File: config.mk
export PLATFORM = sky130hd
export DESIGN_NAME = blo_sequencer
export DESIGN_NICKNAME = d
export VERILOG_FILES = /design/src/core/blo_pkg.sv /design/src/core/blo_input_filter.sv /design/src/core/blo_sequencer.sv
export VERILOG_INCLUDE_DIRS = /design/src /design/src/core
export SDC_FILE = /design/constraint.sdc
export NUM_CORES = 1
export LEC_CHECK = 0
export BUFFER_PORTS_ARGS = -buffer_cell sky130_fd_sc_hd__clkbuf_2
export CELL_PAD_IN_SITES_DETAIL_PLACEMENT = 1
export CELL_PAD_IN_SITES_GLOBAL_PLACEMENT = 1
export CORE_UTILIZATION = 44
export DETAILED_ROUTE_END_ITERATION = 7
export PLACE_DENSITY_LB_ADDON = 0.1
export SYNTH_ARGS = -nofsm -noshare
export SYNTH_HDL_FRONTEND = slang
export SYNTH_SLANG_ARGS = --single-unit
File: constraint.sdc
create_clock -name i_clk_sys -period 5.1 [get_ports i_clk_sys]
set_input_delay 0.51 -clock i_clk_sys [delete_from_list [all_inputs] [get_ports i_clk_sys]]
set_output_delay 0.51 -clock i_clk_sys [all_outputs]
set_load 0.03 [all_outputs]
File: src/core/blo_defines.svh
`ifndef BLO_DEFINES_SVH
`define BLO_DEFINES_SVH
`define BLO_CLK_HZ 20000000
`define BLO_TICK_MS 100
`define BLO_CTL_DB_MS 20
`define BLO_SNS_DB_CYCLES 2
`define BLO_RESET_HOLD_MS 2000
`define BLO_RESET_LONG_MS 3000
`define BLO_DETECT_ERR_MS 5000
`define BLO_FALSE_FLAME_MS 5000
`define BLO_MAIN_FALSE_MS 5000
`define BLO_MAIN_EXT_WAIT_MS 1000
`define BLO_CHECK_TICKS 30
`define BLO_PILOT_TICKS 50
`define BLO_PILOT_ONLY_TICKS 50
`define BLO_MAIN_TICKS 50
`define BLO_VALVE_TICKS 10
`define BLO_TICKS_W 8
`define BLO_ZONE_W 8
`define BLO_ERR_W 5
`define BLO_ERR_IGN 0
`define BLO_ERR_FLAME 1
`define BLO_ERR_FALSE 2
`define BLO_ERR_DETECT 3
`define BLO_ERR_VALVE 4
`define BLO_CTL_W 2
`define BLO_C_RST 0
`define BLO_C_START 1
`define BLO_SNS_W 8
`define BLO_S_ILK 0
`define BLO_S_FLAME 1
`define BLO_S_MAIN 2
`define BLO_S_SHUT 3
`define BLO_S_PCA 4
`define BLO_S_PCB 5
`define BLO_S_MCA 6
`define BLO_S_MCB 7
`endif

File: src/core/blo_pkg.sv
`include "blo_defines.svh"
package blo_pkg;
  typedef enum logic [3:0] {
    st_standby, st_check, st_false, st_pilot_trial, st_pilot_only,
    st_main_wait, st_main_trial, st_run, st_lockout, st_hold
  } blo_state_t;
  typedef logic [`BLO_TICKS_W-1:0] blo_ticks_t;
  typedef logic [`BLO_ERR_W-1:0] blo_err_t;
  typedef logic [`BLO_ZONE_W-1:0] blo_zone_t;
endpackage

File: src/core/blo_input_filter.sv
module blo_input_filter #(
  parameter int WIDTH = 2,
  parameter int DB_CYCLES = 16
) (
  input wire logic i_clk_sys,
  input wire logic i_rst,
  input wire logic [WIDTH-1:0] i_raw,
  output logic [WIDTH-1:0] o_level,
  output logic [WIDTH-1:0] o_rise,
  output logic [WIDTH-1:0] o_fall
);
  import blo_pkg::*;
  localparam int CW = $clog2(DB_CYCLES + 1);
  if (WIDTH < 1 || DB_CYCLES < 1) begin : g_bad
    $error("blo_input_filter: bad WIDTH or DB_CYCLES");
  end
  logic [WIDTH-1:0] s1_ff, s2_ff, s3_ff, lvl_ff, rise_ff, fall_ff;
  logic [WIDTH-1:0] nxt_lvl;
  logic [CW-1:0] cnt_ff [WIDTH];
  logic [CW-1:0] nxt_cnt [WIDTH];
  // A change is taken only after stage two and three agree for the whole window
  always_comb begin
    for (int i = 0; i < WIDTH; i++) begin
      nxt_cnt[i] = '0;
      nxt_lvl[i] = lvl_ff[i];
      if (s2_ff[i] == s3_ff[i] && s3_ff[i] != lvl_ff[i]) begin
        if (cnt_ff[i] == CW'(DB_CYCLES - 1)) begin
          nxt_lvl[i] = s3_ff[i];
        end else begin
          nxt_cnt[i] = cnt_ff[i] + CW'(1);
        end
      end
    end
  end
  always_ff @(posedge i_clk_sys or posedge i_rst) begin
    if (i_rst) begin
      s1_ff <= '0;
      s2_ff <= '0;
      s3_ff <= '0;
      lvl_ff <= '0;
      rise_ff <= '0;
      fall_ff <= '0;
      for (int i = 0; i < WIDTH; i++) begin
        cnt_ff[i] <= '0;
      end
    end else begin
      s1_ff <= i_raw;
      s2_ff <= s1_ff;
      s3_ff <= s2_ff;
      lvl_ff <= nxt_lvl;
      rise_ff <= nxt_lvl & ~lvl_ff;
      fall_ff <= ~nxt_lvl & lvl_ff;
      cnt_ff <= nxt_cnt;
    end
  end
  assign o_level = lvl_ff;
  assign o_rise = rise_ff;
  assign o_fall = fall_ff;
endmodule

File: src/core/blo_sequencer.sv
`include "blo_defines.svh"
// Overview of operation
// - Hot mode: flame loss raises warning, run continues; mode exit, or a reset counted during lockout, clears.
// - After reset with start on: LED blinks, alarms stay; off when start drops with interlock normal.
// - Reset contact already closed when error occurs is ignored.
// - Each reset clears one pending error; repeat until all are gone.
// - Linked interlock cancellation also cancels this lockout.
// - Legacy interlock reset that leaves errors raises hold time to three seconds.
// - Reset with start on and lockouts at threshold: zones standby until start off.
// - Below threshold and nothing combusting: zone prepurge after reset.
// - No flame by end of pilot or main trial: ignition failure lockout.
// - Ignition lockout: alarms on, valves shut, start forced off internally.
// - Lockout alarm clears only on reset with starts off and interlock normal.
// - Flame loss in pilot-only or run: valves shut, flame failure lockout.
// - Sensor current with shutter closed five seconds: detection error, not flame failure.
// - Standby flame ignored; flame in start check holds; restart when gone.
// - False flame standby over five seconds locks out; alarm if configured.
// - Main flame before main trial for five seconds locks out.
// - Main flame gone: wait one second, then main trial; return restarts check.
// - No valve lockout in standby; start check finds switch open: lockout.
// - Pilot valve open and its switch reads closed for period: lockout.
// - Main valve open: lockout only when both confirm inputs read closed.
module blo_sequencer #(
  parameter int TICK_CYCLES = `BLO_CLK_HZ / 1000 * `BLO_TICK_MS,
  parameter int CTL_DB_CYCLES = `BLO_CLK_HZ / 1000 * `BLO_CTL_DB_MS,
  parameter int SNS_DB_CYCLES = `BLO_SNS_DB_CYCLES
) (
  input wire logic i_clk_sys,
  input wire logic i_rst,
  input wire logic i_reset_contact,
  input wire logic i_start,
  input wire logic i_interlock_ok,
  input wire logic i_flame_sense,
  input wire logic i_main_flame_sense,
  input wire logic i_shutter_closed,
  input wire logic i_pilot_closed_confirm_a,
  input wire logic i_pilot_closed_confirm_b,
  input wire logic i_main_closed_confirm_a,
  input wire logic i_main_closed_confirm_b,
  input wire logic i_hot_mode,
  input wire logic i_alarm_configured,
  input wire logic i_link_connected,
  input wire logic i_link_reset,
  input wire logic i_link_legacy,
  input wire blo_pkg::blo_zone_t i_zone_locked_count,
  input wire blo_pkg::blo_zone_t i_zone_threshold,
  input wire logic i_zone_combusting,
  output logic o_igniter_output,
  output logic o_pilot_valve_output,
  output logic o_main_valve_output,
  output logic o_lockout_alarm_output,
  output logic o_ignition_failure_alarm,
  output logic o_flame_failure_alarm,
  output logic o_false_flame_alarm,
  output logic o_detect_error_alarm,
  output logic o_valve_error_alarm,
  output logic o_hot_mode_flame_loss_warning,
  output logic o_led_blink,
  output logic o_monitor_output,
  output logic o_error_display,
  output logic o_zone_standby,
  output logic o_zone_prepurge_req
);
  import blo_pkg::*;
  localparam int TCW = $clog2(TICK_CYCLES);
  // Least times round up to whole ticks
  localparam blo_ticks_t RESET_HOLD_T = blo_ticks_t'((`BLO_RESET_HOLD_MS + `BLO_TICK_MS - 1) / `BLO_TICK_MS);
  localparam blo_ticks_t RESET_LONG_T = blo_ticks_t'((`BLO_RESET_LONG_MS + `BLO_TICK_MS - 1) / `BLO_TICK_MS);
  localparam blo_ticks_t DET_T = blo_ticks_t'((`BLO_DETECT_ERR_MS + `BLO_TICK_MS - 1) / `BLO_TICK_MS);
  localparam blo_ticks_t FALSE_T = blo_ticks_t'((`BLO_FALSE_FLAME_MS + `BLO_TICK_MS - 1) / `BLO_TICK_MS);
  localparam blo_ticks_t MAINF_T = blo_ticks_t'((`BLO_MAIN_FALSE_MS + `BLO_TICK_MS - 1) / `BLO_TICK_MS);
  localparam blo_ticks_t EXT_T = blo_ticks_t'((`BLO_MAIN_EXT_WAIT_MS + `BLO_TICK_MS - 1) / `BLO_TICK_MS);
  localparam blo_ticks_t CHECK_T = blo_ticks_t'(`BLO_CHECK_TICKS);
  localparam blo_ticks_t PILOT_T = blo_ticks_t'(`BLO_PILOT_TICKS);
  localparam blo_ticks_t PONLY_T = blo_ticks_t'(`BLO_PILOT_ONLY_TICKS);
  localparam blo_ticks_t MAIN_T = blo_ticks_t'(`BLO_MAIN_TICKS);
  localparam blo_ticks_t VALVE_T = blo_ticks_t'(`BLO_VALVE_TICKS);
  if (TICK_CYCLES < 2 || CTL_DB_CYCLES < 1 || SNS_DB_CYCLES < 1) begin : g_bad
    $error("blo_sequencer: bad cycle parameters");
  end

  function automatic blo_ticks_t tinc(input blo_ticks_t v, input logic en);
    return (en && v != '1) ? v + blo_ticks_t'(1) : v;
  endfunction
  function automatic blo_err_t clr_lowest(input blo_err_t e);
    return e & (e - blo_err_t'(1));
  endfunction
  function automatic logic valve_on(input blo_state_t s);
    return s inside {st_pilot_trial, st_pilot_only, st_main_wait, st_main_trial, st_run};
  endfunction

  logic [`BLO_CTL_W-1:0] c_lvl, c_rise, c_fall;
  logic [`BLO_SNS_W-1:0] s_lvl;
  blo_input_filter #(.WIDTH(`BLO_CTL_W), .DB_CYCLES(CTL_DB_CYCLES)) u_ctl_filter (
    .i_clk_sys(i_clk_sys),
    .i_rst(i_rst),
    .i_raw({i_start, i_reset_contact}),
    .o_level(c_lvl),
    .o_rise(c_rise),
    .o_fall(c_fall)
  );
  blo_input_filter #(.WIDTH(`BLO_SNS_W), .DB_CYCLES(SNS_DB_CYCLES)) u_sns_filter (
    .i_clk_sys(i_clk_sys),
    .i_rst(i_rst),
    .i_raw({i_main_closed_confirm_b, i_main_closed_confirm_a, i_pilot_closed_confirm_b,
            i_pilot_closed_confirm_a, i_shutter_closed, i_main_flame_sense, i_flame_sense, i_interlock_ok}),
    .o_level(s_lvl),
    .o_rise(),
    .o_fall()
  );
  wire rst_lvl = c_lvl[`BLO_C_RST];
  wire start = c_lvl[`BLO_C_START];
  wire ilk = s_lvl[`BLO_S_ILK];
  wire flame = s_lvl[`BLO_S_FLAME];
  wire main_fl = s_lvl[`BLO_S_MAIN];

  // Common timebase
  logic [TCW-1:0] tick_cnt_ff, nxt_tick_cnt;
  logic tick_ff, nxt_tick;
  always_comb begin
    nxt_tick_cnt = tick_cnt_ff + TCW'(1);
    nxt_tick = 1'b0;
    if (tick_cnt_ff == TCW'(TICK_CYCLES - 1)) begin
      nxt_tick_cnt = '0;
      nxt_tick = 1'b1;
    end
  end
  always_ff @(posedge i_clk_sys or posedge i_rst) begin
    if (i_rst) begin
      tick_cnt_ff <= '0;
      tick_ff <= 1'b0;
    end else begin
      tick_cnt_ff <= nxt_tick_cnt;
      tick_ff <= nxt_tick;
    end
  end

  blo_state_t state_ff, nxt_state;
  blo_ticks_t st_t_ff, nxt_st_t, aux_t_ff, nxt_aux_t, det_t_ff, nxt_det_t, vlv_t_ff, nxt_vlv_t;
  blo_ticks_t rst_t_ff, nxt_rst_t;
  blo_err_t err_ff, nxt_err, alarm_ff, nxt_alarm, lock_bit;
  logic lockout_ff, nxt_lockout, armed_ff, nxt_armed, rst_valid_ff, nxt_rst_valid;
  logic long_ff, nxt_long, warn_ff, nxt_warn, zsb_ff, nxt_zsb, zpp_ff, nxt_zpp;
  logic [4:0] out_ff, nxt_out;
  logic clr_st, release_all, det_fault, vlv_fault, flame_lost, vlv_abn, in_run;
  logic stale_ff, nxt_stale;

  // Reset counts only if pressed after the lockout began, and only when released
  wire qual_reset = c_fall[`BLO_C_RST] && rst_valid_ff &&
                    rst_t_ff >= (long_ff ? RESET_LONG_T : RESET_HOLD_T);
  wire link_cancel = i_link_connected && i_link_reset && state_ff == st_lockout;
  wire cancel = qual_reset || link_cancel;

  always_comb begin
    nxt_state = state_ff;
    nxt_err = err_ff;
    nxt_alarm = alarm_ff;
    nxt_lockout = lockout_ff;
    nxt_armed = armed_ff;
    nxt_long = long_ff;
    nxt_warn = warn_ff;
    nxt_zsb = zsb_ff;
    nxt_zpp = 1'b0;
    nxt_aux_t = aux_t_ff;
    lock_bit = '0;
    clr_st = 1'b0;
    release_all = 1'b0;
    in_run = state_ff inside {st_pilot_only, st_main_wait, st_main_trial, st_run};
    nxt_rst_valid = rst_valid_ff;
    nxt_rst_t = tinc(rst_t_ff, rst_lvl && tick_ff);
    if (c_rise[`BLO_C_RST]) begin
      nxt_rst_valid = lockout_ff;
      nxt_rst_t = '0;
    end
    if (c_fall[`BLO_C_RST]) begin
      nxt_rst_valid = 1'b0;
    end
    if (i_link_legacy && link_cancel && clr_lowest(err_ff) != '0) begin
      nxt_long = 1'b1;
    end
    if (!start) begin
      nxt_armed = 1'b1;
      nxt_zsb = 1'b0;
    end
    // Faults checked outside the state case; detection error masks flame failure
    nxt_det_t = '0;
    if ((valve_on(state_ff) || state_ff inside {st_check, st_false}) && s_lvl[`BLO_S_SHUT] && flame) begin
      nxt_det_t = tinc(det_t_ff, tick_ff);
    end
    det_fault = det_t_ff >= DET_T;
    vlv_abn = valve_on(state_ff) && (s_lvl[`BLO_S_PCA] || s_lvl[`BLO_S_PCB] ||
              (state_ff inside {st_main_trial, st_run} && s_lvl[`BLO_S_MCA] && s_lvl[`BLO_S_MCB]));
    nxt_vlv_t = vlv_abn ? tinc(vlv_t_ff, tick_ff) : '0;
    vlv_fault = vlv_t_ff >= VALVE_T;
    flame_lost = in_run && (!flame || (state_ff == st_run && !main_fl));
    case (state_ff)
      st_standby: begin
        if (start && armed_ff) begin
          nxt_state = st_check;
        end
      end
      st_check: begin
        if (!start) begin
          nxt_state = st_standby;
        end else if (flame) begin
          nxt_state = st_false;
        end else if (st_t_ff >= CHECK_T) begin
          if (!(&s_lvl[`BLO_S_MCB:`BLO_S_PCA])) begin
            lock_bit[`BLO_ERR_VALVE] = 1'b1;
          end else begin
            nxt_state = st_pilot_trial;
          end
        end
      end
      st_false: begin
        if (!start) begin
          nxt_state = st_standby;
        end else if (!flame) begin
          nxt_state = st_check;
        end else if (st_t_ff >= FALSE_T) begin
          lock_bit[`BLO_ERR_FALSE] = 1'b1;
        end
      end
      st_pilot_trial: begin
        if (st_t_ff >= PILOT_T) begin
          if (flame) begin
            nxt_state = st_pilot_only;
          end else begin
            lock_bit[`BLO_ERR_IGN] = 1'b1;
          end
        end
      end
      st_pilot_only: begin
        // Main flame here is not an error until the main trial is due
        if (st_t_ff >= PONLY_T) begin
          nxt_state = main_fl ? st_main_wait : st_main_trial;
          nxt_aux_t = '0;
        end
      end
      st_main_wait: begin
        if (main_fl) begin
          nxt_aux_t = '0;
          if (st_t_ff >= MAINF_T) begin
            lock_bit[`BLO_ERR_FALSE] = 1'b1;
          end
        end else begin
          clr_st = 1'b1;
          nxt_aux_t = tinc(aux_t_ff, tick_ff);
          if (aux_t_ff >= EXT_T) begin
            nxt_state = st_main_trial;
          end
        end
      end
      st_main_trial: begin
        if (st_t_ff >= MAIN_T) begin
          if (main_fl) begin
            nxt_state = st_run;
          end else begin
            lock_bit[`BLO_ERR_IGN] = 1'b1;
          end
        end
      end
      st_run: begin
      end
      st_lockout: begin
        if (cancel) begin
          nxt_err = clr_lowest(err_ff);
          if (nxt_err == '0) begin
            if (!start && ilk) begin
              release_all = 1'b1;
            end else begin
              nxt_state = st_hold;
            end
            if (start && i_zone_locked_count >= i_zone_threshold) begin
              nxt_zsb = 1'b1;
            end else if (start && !i_zone_combusting) begin
              nxt_zpp = 1'b1;
            end
          end
        end
      end
      st_hold: begin
        if (!start && ilk) begin
          release_all = 1'b1;
        end
      end
      default: begin
        nxt_state = st_standby;
      end
    endcase
    if (in_run && !start) begin
      nxt_state = st_standby;
    end
    if (!i_hot_mode || qual_reset) begin
      nxt_warn = 1'b0;
    end
    if (det_fault) begin
      lock_bit[`BLO_ERR_DETECT] = 1'b1;
    end else if (flame_lost) begin
      if (i_hot_mode) begin
        nxt_warn = 1'b1;
      end else begin
        lock_bit[`BLO_ERR_FLAME] = 1'b1;
      end
    end
    if (vlv_fault) begin
      lock_bit[`BLO_ERR_VALVE] = 1'b1;
    end
    if (lock_bit != '0) begin
      nxt_state = st_lockout;
      nxt_err = err_ff | lock_bit;
      nxt_alarm = alarm_ff | (lock_bit & ~(blo_err_t'(!i_alarm_configured) << `BLO_ERR_FALSE));
      nxt_lockout = 1'b1;
      nxt_armed = 1'b0;
      nxt_rst_valid = 1'b0;
      nxt_zsb = 1'b0;
    end
    if (release_all) begin
      nxt_state = st_standby;
      nxt_lockout = 1'b0;
      nxt_alarm = '0;
      nxt_long = 1'b0;
    end
    nxt_st_t = (nxt_state != state_ff || clr_st) ? '0 : tinc(st_t_ff, tick_ff);
    // Outputs follow the next state so valves drop in the same edge as the lockout
    nxt_out = {nxt_state != st_standby || nxt_lockout, nxt_state == st_hold,
               nxt_state inside {st_main_trial, st_run}, valve_on(nxt_state), nxt_state == st_pilot_trial};
  end

  always_ff @(posedge i_clk_sys or posedge i_rst) begin
    if (i_rst) begin
      state_ff <= st_standby;
      st_t_ff <= '0;
      aux_t_ff <= '0;
      det_t_ff <= '0;
      vlv_t_ff <= '0;
      rst_t_ff <= '0;
      err_ff <= '0;
      alarm_ff <= '0;
      lockout_ff <= 1'b0;
      armed_ff <= 1'b0;
      rst_valid_ff <= 1'b0;
      long_ff <= 1'b0;
      warn_ff <= 1'b0;
      zsb_ff <= 1'b0;
      zpp_ff <= 1'b0;
      out_ff <= '0;
      stale_ff <= 1'b0;
    end else begin
      state_ff <= nxt_state;
      st_t_ff <= nxt_st_t;
      aux_t_ff <= nxt_aux_t;
      det_t_ff <= nxt_det_t;
      vlv_t_ff <= nxt_vlv_t;
      rst_t_ff <= nxt_rst_t;
      err_ff <= nxt_err;
      alarm_ff <= nxt_alarm;
      lockout_ff <= nxt_lockout;
      armed_ff <= nxt_armed;
      rst_valid_ff <= nxt_rst_valid;
      long_ff <= nxt_long;
      warn_ff <= nxt_warn;
      zsb_ff <= nxt_zsb;
      zpp_ff <= nxt_zpp;
      out_ff <= nxt_out;
      stale_ff <= nxt_stale;
    end
  end

  assign {o_monitor_output, o_led_blink, o_main_valve_output, o_pilot_valve_output, o_igniter_output} = out_ff;
  assign o_lockout_alarm_output = lockout_ff;
  assign o_ignition_failure_alarm = alarm_ff[`BLO_ERR_IGN];
  assign o_flame_failure_alarm = alarm_ff[`BLO_ERR_FLAME];
  assign o_false_flame_alarm = alarm_ff[`BLO_ERR_FALSE];
  assign o_detect_error_alarm = alarm_ff[`BLO_ERR_DETECT];
  assign o_valve_error_alarm = alarm_ff[`BLO_ERR_VALVE];
  assign o_hot_mode_flame_loss_warning = warn_ff;
  assign o_error_display = lockout_ff && state_ff == st_lockout;
  assign o_zone_standby = zsb_ff;
  assign o_zone_prepurge_req = zpp_ff;

  // Press already held when lockout began; tracked apart from the qualifier it checks
  assign nxt_stale = (stale_ff && lockout_ff && !c_rise[`BLO_C_RST]) || (!lockout_ff && nxt_lockout && rst_lvl);
endmodule

==> results of run 1 <==
==> how the worst max path moves through the flow <==
stage	from	endpoint	slack, ns	cells after the start
after detailed placement	det_t_ff[0]	out_ff[4]	1.85	9
after global placement	det_t_ff[0]	out_ff[4]	2.01	9
after floorplan	i_rst	alarm_ff[0]	2.23	1
after global routing	state_ff[0]	st_t_ff[6]	1.62	7
after CTS	det_t_ff[0]	out_ff[4]	1.82	9
final	det_t_ff[0]	out_ff[4]	1.84	9
==> layout make-up <==
type                       count  area share, %
tap                          265           3.36
sequential                   184           46.7
clock buffer                  19           4.60
timing repair buffer          51           2.67
inverter                      40           1.56
clock inverter                13           1.16
multi-input combinational    632           39.9
==> layout by cell type (no fill, tap or decap), types with 5 or more instances in the layout <==
master and n:
nand4_1 19, nor2_1 161, clkinv_4 5, o21ai_0 25, xor2_1 48, nand3b_1 13, nand3_1 44, clkbuf_2 48
dfrtp_1 184, nand2b_1 8, inv_1 39, clkbuf_16 17, nor4_1 5, and4_1 8, and2_1 5, inv_6 5
ha_1 22, or4_1 6, nor3_1 18, a21oi_1 40, nand2_1 58, nor4b_2 8, and3_1 14, xnor2_1 31
nor2b_1 6, a31oi_1 12, or3_1 13
==> logic make-up (layout without fill, tap and decap cells) <==
group,count (synthesis),in the layout,synth area share [%]
AND/OR/NAND/NOR,408,408,23.8
flip-flops,184,184,52.5
AO/OA/AOI/OAI,121,121,9.79
XOR/XNOR,79,79,7.88
buffers and inverters,59,123,2.68
adder cells (fa/ha/maj),22,22,3.14
multiplexers,2,2,0.228
==> registers in the layout, indices dropped and copies added (netlist names), 4 cells and up <==
name	flops
alarm_ff	5
aux_t_ff	8
det_t_ff	8
err_ff	5
out_ff	5
rst_t_ff	8
st_t_ff	8
state_ff	4
tick_cnt_ff	21
u_ctl_filter.cnt_ff	38
u_sns_filter.cnt_ff	16
u_sns_filter.o_level	8
u_sns_filter.s1_ff	8
u_sns_filter.s2_ff	8
u_sns_filter.s3_ff	8
vlv_t_ff	8
==> per-stage QoR <==
stage	setup WS [ns]	std cells	hold slack [ns]	cell area [µm²]	power, mW
CTS	1.82	1204	0.156	9860	3.24
global route	1.62	1204	0.157	9860	3.33
global placement	2.01	1172	0.332	9290	1.93
floorplan	2.23	875	0.331	8780	1.84
finish	1.84	1204	0.176	9860	3.19
detailed placement	1.85	1172	0.336	9290	1.96
==> power groups by stage <==
stage	clock, mW	sequential [mW]	combinational (mW)
2_1_floorplan	0	1.63	0.210
3_3_place_gp	0	1.62	0.315
3_5_place_dp	0	1.62	0.333
4_1_cts	1.31	1.59	0.336
5_1_grt	1.36	1.60	0.364
6_report	1.26	1.60	0.327
==> per-layer routing <==
layer  track usage (%)  part of all wire [%]
met5                 0                     0
met4              7.56                   1.8
met3              3.42                   2.1
met2              36.4                    51
met1              26.6                    45
==> flow_summary.json, run 1 <==
{
  "synthTopCellsByArea": "dfrtp_1, nor2_1, xor2_1",
  "syn_avg_cell_area_um2": 10.0,
  "clkTransAtPathRegs_ns": 0.07,
  "h-tree-depth": 4,
  "p_sw_uw": 893,
  "switching_share_pct": 28.0,
  "required_ns": 5.40,
  "cp_top_family": "simple AND/OR/NAND/NOR gates",
  "synth_cells": 875,
  "cts_resized": 0,
  "initial_core_util_pct": 44.9,
  "final_util_pct": 50.5,
  "grt_max_degree": 59,
  "hp-class": "in -> reg",
  "max_freq_ghz": 0.306,
  "worst_pin_slew_ns": 0.869,
  "combPwrFrac_pct": 10.3,
  "antenna_left": 0,
  "hp-start": "i_main_flame_sense",
  "synthDistinctLibCells": 66,
  "cts.sinks": 184,
  "mappedNetlistArea_um2": 8780,
  "fin_tns_setup_ns": 0,
  "path_class": "reg -> reg",
  "coreArea_um2": 19500,
  "multi_input_area_um2": 3940,
  "drive_gt1_share_pct": 11.4,
  "postCtsSetupBuffers": 0,
  "synth_top_area_share_pct": 52.5,
  "place_congestion": 0.809,
  "r2r-end": "out_ff[4]",
  "min_path_cells": 1,
  "path_cells": "inv_1, ha_1, or4_1, a311o_1, a211oi_4, nand2_1, o21ba_2, nor2_1, or4b_1",
  "sequential_cell_area_um2": 4600,
  "min_period_ns": 3.26,
  "yosys_warnings": 0,
  "synth_commonest_cells": "dfrtp_1, nor2_1, nand2_1",
  "cts_root_buffer": "clkbuf_16",
  "clock_latency_ns": 0.43,
  "seq_power_share_pct": 50.1,
  "via_count": 6589,
  "finalSetupViolCount": 0,
  "dpl.hpwl_um": 14400,
  "cts_buffers": 17,
  "fillers": 2268,
  "gr-usage-all-layers_pct": 21.1,
  "die_x_um": 143,
  "hold_end": "u_sns_filter.s1_ff[2]",
  "drtIter0Drc": 210,
  "dieArea_um2": 20500,
  "drv_slew": 0,
  "rrSetupSlack_ns": 1.84,
  "final_nets": 982,
  "p_leak_nw": 4.43,
  "grt_pass1_wl_um": 33900,
  "yosysSeqAreaShare_pct": 52.5,
  "io_pins": 49,
  "drt-total-wl_um": 19800,
  "slowest_stage": "a311o_1",
  "start_kind": "register",
  "cts_tree": "done",
  "synth_edf_count": 0,
  "worstPathMaxFanout": 13,
  "antenna_found_initial": 0,
  "r2r-start": "det_t_ff[0]",
  "hold_buffers": 0,
  "die_y_um": 143,
  "slew-limit-headroom_pct": 42.0,
  "cp-end-kind": "register",
  "yosysMostFrequentCell": "dfrtp_1",
  "hold_violations": 0,
  "synth_top_area_cell": "dfrtp_1",
  "vias_per_cell": 5.47,
  "status": "complete, no violations",
  "drv_cap": 0,
  "clock_power_share_pct": 39.7,
  "wl_per_cell_um": 16.5,
  "path_buf_inv": 1,
  "io_buffers": 48,
  "ir_drop_v": 0.000205,
  "reg2regPathDepth": 9,
  "drt_pass1_iterations": 4,
  "diodes": 0,
  "rsz0062_at_grt": "no",
  "syn_to_final_growth_pct": 12.3,
  "async_reset_ff_share_pct": 100,
  "clockBufferDepth": 2,
  "worstPathArrival_ns": 3.56,
  "period_share_pct": 64.0,
  "cellPowerDensity_nw_per_um2": 323,
  "rows": 51,
  "max_stage_delay_ns": 0.46,
  "internal_power_mw": 2.29,
  "grt-ovfl-total": 0,
  "synth_ff_type": "dfrtp_1",
  "syn_nets": 931,
  "drc": 0,
  "grt_pass1_vias": 6974,
  "ys_ff_latch": 184,
  "skew_ns": 0.00905
}
(Power assumes the default switching activity.)
==> inputs of run 2 (changes only) <==
- clock period: 5.1 -> 2.9 ns (I/O delays scaled with it)
==> flow_summary.json, run 2 (same netlist as run 1, synthesis figures left out) <==
{
  "placed_area_um2": 9550,
  "cts_buffers": 17,
  "final_nets": 1030,
  "io_buffers": 48,
  "gr-usage-all-layers_pct": 22.0,
  "path_class": "reg -> reg",
  "finalSetupViolCount": 0,
  "dp.cells": 1205,
  "switching_share_pct": 27.0,
  "drive_gt1_share_pct": 16.4,
  "combPwrFrac_pct": 11.8,
  "drt-total-wl_um": 21100,
  "rows": 51,
  "fin_cells": 1252,
  "clock_latency_ns": 0.43,
  "place_congestion": 0.806,
  "cp-end-kind": "register",
  "vias_per_cell": 5.35,
  "fin_area_um2": 10500,
  "clkTransAtPathRegs_ns": 0.07,
  "min_period_ns": 2.81,
  "worstPathMaxFanout": 8,
  "wl_per_cell_um": 16.8,
  "largest-register": "u_ctl_filter.cnt_ff",
  "p_leak_nw": 4.74,
  "dieArea_um2": 20500,
  "antenna_found_initial": 0,
  "required_ns": 3.23,
  "drv_cap": 0,
  "hp-class": "in -> async",
  "h-tree-depth": 4,
  "largest_reg_flops": 38,
  "drv_slew": 0,
  "drt_pass1_iterations": 4,
  "grt_pass1_vias": 7121,
  "grt_max_degree": 142,
  "power_mw": 6.09,
  "ir_drop_v": 0.000354,
  "drtIter0Drc": 235,
  "grt-ovfl-total": 0,
  "start_kind": "register",
  "antenna_left": 0,
  "io_pins": 49,
  "status": "complete, no violations",
  "rsz0062_at_grt": "yes",
  "reg_top3": "u_ctl_filter.cnt_ff (38), tick_cnt_ff (21), u_sns_filter.cnt_ff (16)",
  "clock_power_share_pct": 42.4,
  "period_share_pct": 97.1,
  "initial_core_util_pct": 44.9,
  "hold_violations": 0,
  "die_x_um": 143,
  "p_sw_mw": 1.65,
  "worst_pin_slew_ns": 0.802,
  "coreArea_um2": 19500,
  "final_util_pct": 53.7,
  "clockBufferDepth": 2,
  "max_freq_ghz": 0.355,
  "hold_ws_ns": 0.0348,
  "via_count": 6697,
  "internal_power_mw": 4.44,
  "slew-limit-headroom_pct": 46.3,
  "diodes": 0,
  "layout_common_cells": "dfrtp_1, nor2_1, nand2_1",
  "dpl.hpwl_um": 15100,
  "cts_root_buffer": "clkbuf_16",
  "die_y_um": 143,
  "cts.sinks": 184,
  "final_common_cell": "dfrtp_1",
  "drc": 0,
  "grt_pass1_wl_um": 35500,
  "cts_tree": "done",
  "reg2regPathDepth": 10,
  "worstPathArrival_ns": 3.15,
  "skew_ns": 0.00984,
  "syn_to_final_growth_pct": 19.4,
  "seq_power_share_pct": 45.8,
  "cellPowerDensity_nw_per_um2": 581
}
## run 2: cell count changes in the layout (fill, tap and decap cells not counted), sizes merged
cell / previous run / this run
buf: 3 / 41
dlygate4sd3: 0 / 10
clkinv: 8 / 1
bufinv: 0 / 4
inv: 44 / 48
clkbuf: 67 / 65
clkinvlp: 1 / 2
## run 2: power by group through the flow
stage | Combinational (mW) | Sequential (mW) | Clock, mW
5_1_grt | 0.782 | 2.81 | 2.73
4_1_cts | 0.697 | 2.79 | 2.64
2_1_floorplan | 0.369 | 2.87 | 0
3_5_place_dp | 0.651 | 2.83 | 0
3_3_place_gp | 0.619 | 2.83 | 0
6_report | 0.716 | 2.79 | 2.58
## run 2: repair_timing
item / CTS / global route
pin swaps: 6 / 9
resized for setup: 6 / 23
setup endpoints to repair: 10 / 10
hold buffers: 10 / 0
endpoints found under the hold margin: 10 / 0
gates cloned: 0 / 0
buffers inserted: 2 / 3
## run 2: final cells by class
class | count | area (µm²)
Clock inverter | 15 | 228
Clock buffer | 17 | 425
Inverter | 40 | 154
Multi-Input combinational cell | 632 | 4060
Tap cell | 265 | 332
Fill cell | 2205 | 9040
Timing Repair Buffer | 99 | 677
Sequential cell | 184 | 4610
## run 2: through the flow
step,TNS [ns],setup WS [ns]
after detailed placement,-0.730,-0.110
after floorplan,0,0.112
after CTS,0,0.0101
after global routing,-0.0135,-0.0117
final,0,0.0854
after global placement,0,0.0433
## run 2: worst max-delay path, cell delays in order (launching register included)
cell and delay [ns]:
dfrtp_2 0.44, ha_2 0.17, or2_1 0.20, a211o_1 0.37, and3_1 0.18, or4b_4 0.50, buf_6 0.14, or4b_4 0.20
o221ai_4 0.10, buf_12 0.17, nor4b_2 0.24
## run 2: layer usage
layer / global-route usage [%] / wire [µm]
met5: 0 / 0
met4: 5.99 / 224
met3: 3.29 / 375
met2: 38.6 / 10900
met1: 28.4 / 9580
## run 2: worst paths after layout
kind,slack (ns),to,start
worst max-delay path,0.09,st_t_ff[0],st_t_ff[1]
worst min-delay path,0.03,tick_cnt_ff[5],i_rst
worst max register to register,0.09,st_t_ff[0],st_t_ff[1]
worst min register to register,0.35,u_sns_filter.s2_ff[2],u_sns_filter.s1_ff[2]
max in group asynchronous,2.23,state_ff[2],i_rst
min in group i_clk_sys,0.10,alarm_ff[2],i_alarm_configured
==> inputs of run 3 (changes only) <==
- RECOVER_POWER: unset -> 100
==> flow_summary.json, run 3 (same netlist as run 1, synthesis figures left out) <==
{
  "hold_violations": 0,
  "cts_root_buffer": "clkbuf_16",
  "drv_cap": 2,
  "syn_to_final_growth_pct": 19.0,
  "cts_tree": "done",
  "io_pins": 49,
  "wl_per_cell_um": 16.8,
  "fin_ws_ns": 0.0885,
  "die_x_um": 143,
  "layout_common_cells": "dfrtp_1, nor2_1, nand2_1",
  "min_period_ns": 2.81,
  "die_y_um": 143,
  "dieArea_um2": 20500,
  "cts.sinks": 184,
  "diodes": 0,
  "placed_area_um2": 9550,
  "drive_gt1_share_pct": 14.7,
  "antenna_found_initial": 0,
  "drc": 0,
  "skew_ns": 0.00943,
  "drtIter0Drc": 213,
  "clock_latency_ns": 0.44,
  "clockBufferDepth": 2,
  "ir_drop_v": 0.000355,
  "place_ws_ns": -0.110,
  "final_common_cell": "dfrtp_1",
  "grt_pass1_wl_um": 35500,
  "final_util_pct": 53.5,
  "dr_wl_met3_um": 388,
  "worst_pin_slew_ns": 2.25,
  "reg_top3": "u_ctl_filter.cnt_ff (38), tick_cnt_ff (21), u_sns_filter.cnt_ff (16)",
  "coreArea_um2": 19500,
  "violations": "capacitance limit, slew limit",
  "dpl.hpwl_um": 15100,
  "initial_core_util_pct": 44.9,
  "final_nets": 1030,
  "max_freq_ghz": 0.356,
  "path_class": "reg -> reg",
  "io_buffers": 48,
  "fillers": 2217,
  "power_mw": 6.07,
  "largest-register": "u_ctl_filter.cnt_ff",
  "worstPathMaxFanout": 8,
  "period_share_pct": 96.9,
  "hp-class": "in -> reg",
  "top_layer_used": "met4",
  "start_kind": "register",
  "drt-met1-wl_um": 9530,
  "rows": 51,
  "gr-usage-all-layers_pct": 22.0,
  "vias_per_cell": 5.38,
  "grt-ovfl-total": 0,
  "worstPathArrival_ns": 3.14,
  "cellPowerDensity_nw_per_um2": 581,
  "status": "finished, violations left",
  "grt_max_degree": 142,
  "antenna_left": 0,
  "rsz0062_at_grt": "yes",
  "via_count": 6733,
  "fin_area_um2": 10400,
  "drv_slew": 186,
  "drt-total-wl_um": 21100,
  "cp-end-kind": "register",
  "fin_tns_setup_ns": 0,
  "clkTransAtPathRegs_ns": 0.07,
  "finalSetupViolCount": 0,
  "drt_pass1_iterations": 4,
  "p_leak_nw": 4.68,
  "h-tree-depth": 4,
  "place_congestion": 0.806,
  "largest_reg_flops": 38,
  "required_ns": 3.23,
  "slew-limit-headroom_pct": -50.0,
  "wl_met2_um": 10900,
  "grt_pass1_vias": 7121,
  "cts_buffers": 17
}
==> run 3: critical path, cell delays in order, from the launching register on <==
cell	delay, ns
dfrtp_2	0.44
ha_2	0.17
or2_1	0.20
a211o_1	0.37
and3_1	0.18
or4b_4	0.50
buf_6	0.14
or4b_4	0.20
o221ai_4	0.10
buf_12	0.17
nor4b_2	0.24
==> run 3: area by class of cell <==
type / instances / area (µm²) / area share, %
Sequential cell: 184 / 4610 / 44.1
Multi-Input combinational cell: 632 / 4060 / 38.8
Timing Repair Buffer: 99 / 642 / 6.15
Clock buffer: 17 / 425 / 4.07
Tap cell: 265 / 332 / 3.17
Clock inverter: 15 / 228 / 2.18
Inverter: 40 / 151 / 1.45
==> run 3: stage by stage <==
| step | cells | hold WS, ns |
|---|---|---|
| 2_1_floorplan | 875 | 0.321 |
| 3_3_place_gp | 1205 | 0.332 |
| 3_5_place_dp | 1205 | 0.337 |
| 4_1_cts | 1249 | 0.0545 |
| 5_1_grt | 1252 | 0.112 |
| 6_report | 1252 | 0.0982 |
==> run 3: where the power goes <==
part           total [mW]  internal [mW]  switching [mW]
registers            2.79           2.67           0.118
logic               0.701          0.273           0.428
clock network        2.58           1.48            1.10
total                6.07           4.43            1.65
==> run 3: final timing paths <==
| path | startpoint | slack [ns] | end | cells after the start |
|---|---|---|---|---|
| setup / recovery | st_t_ff[1] | 0.09 | st_t_ff[0] | 10 |
| hold / removal | i_alarm_configured | 0.1 | alarm_ff[2] | 3 |
| setup reg to reg | st_t_ff[1] | 0.09 | st_t_ff[0] | 10 |
| hold reg to reg | u_sns_filter.s1_ff[2] | 0.35 | u_sns_filter.s2_ff[2] | 0 |
| max in group asynchronous | i_rst | 0.92 | u_sns_filter.s2_ff[2] | 3 |
| min in group asynchronous | i_rst | 0.55 | u_ctl_filter.cnt_ff[31] | 3 |
==> run 3: layer usage <==
layer | global-route usage (%) | vias to the layer above
met2 | 38.6 | 51
met4 | 5.99 | 0
met1 | 28.4 | 3423
met3 | 3.29 | 19
li1 | - | 3240
met5 | 0 | -
==> run 3: timing repair <==
item | CTS | global route
hold buffers | 10 | 0
setup buffers | 2 | 3
hold endpoints to repair | 10 | 0
endpoints found under the setup margin | 10 | 10
pin swaps | 6 | 9
resized for setup | 6 | 23
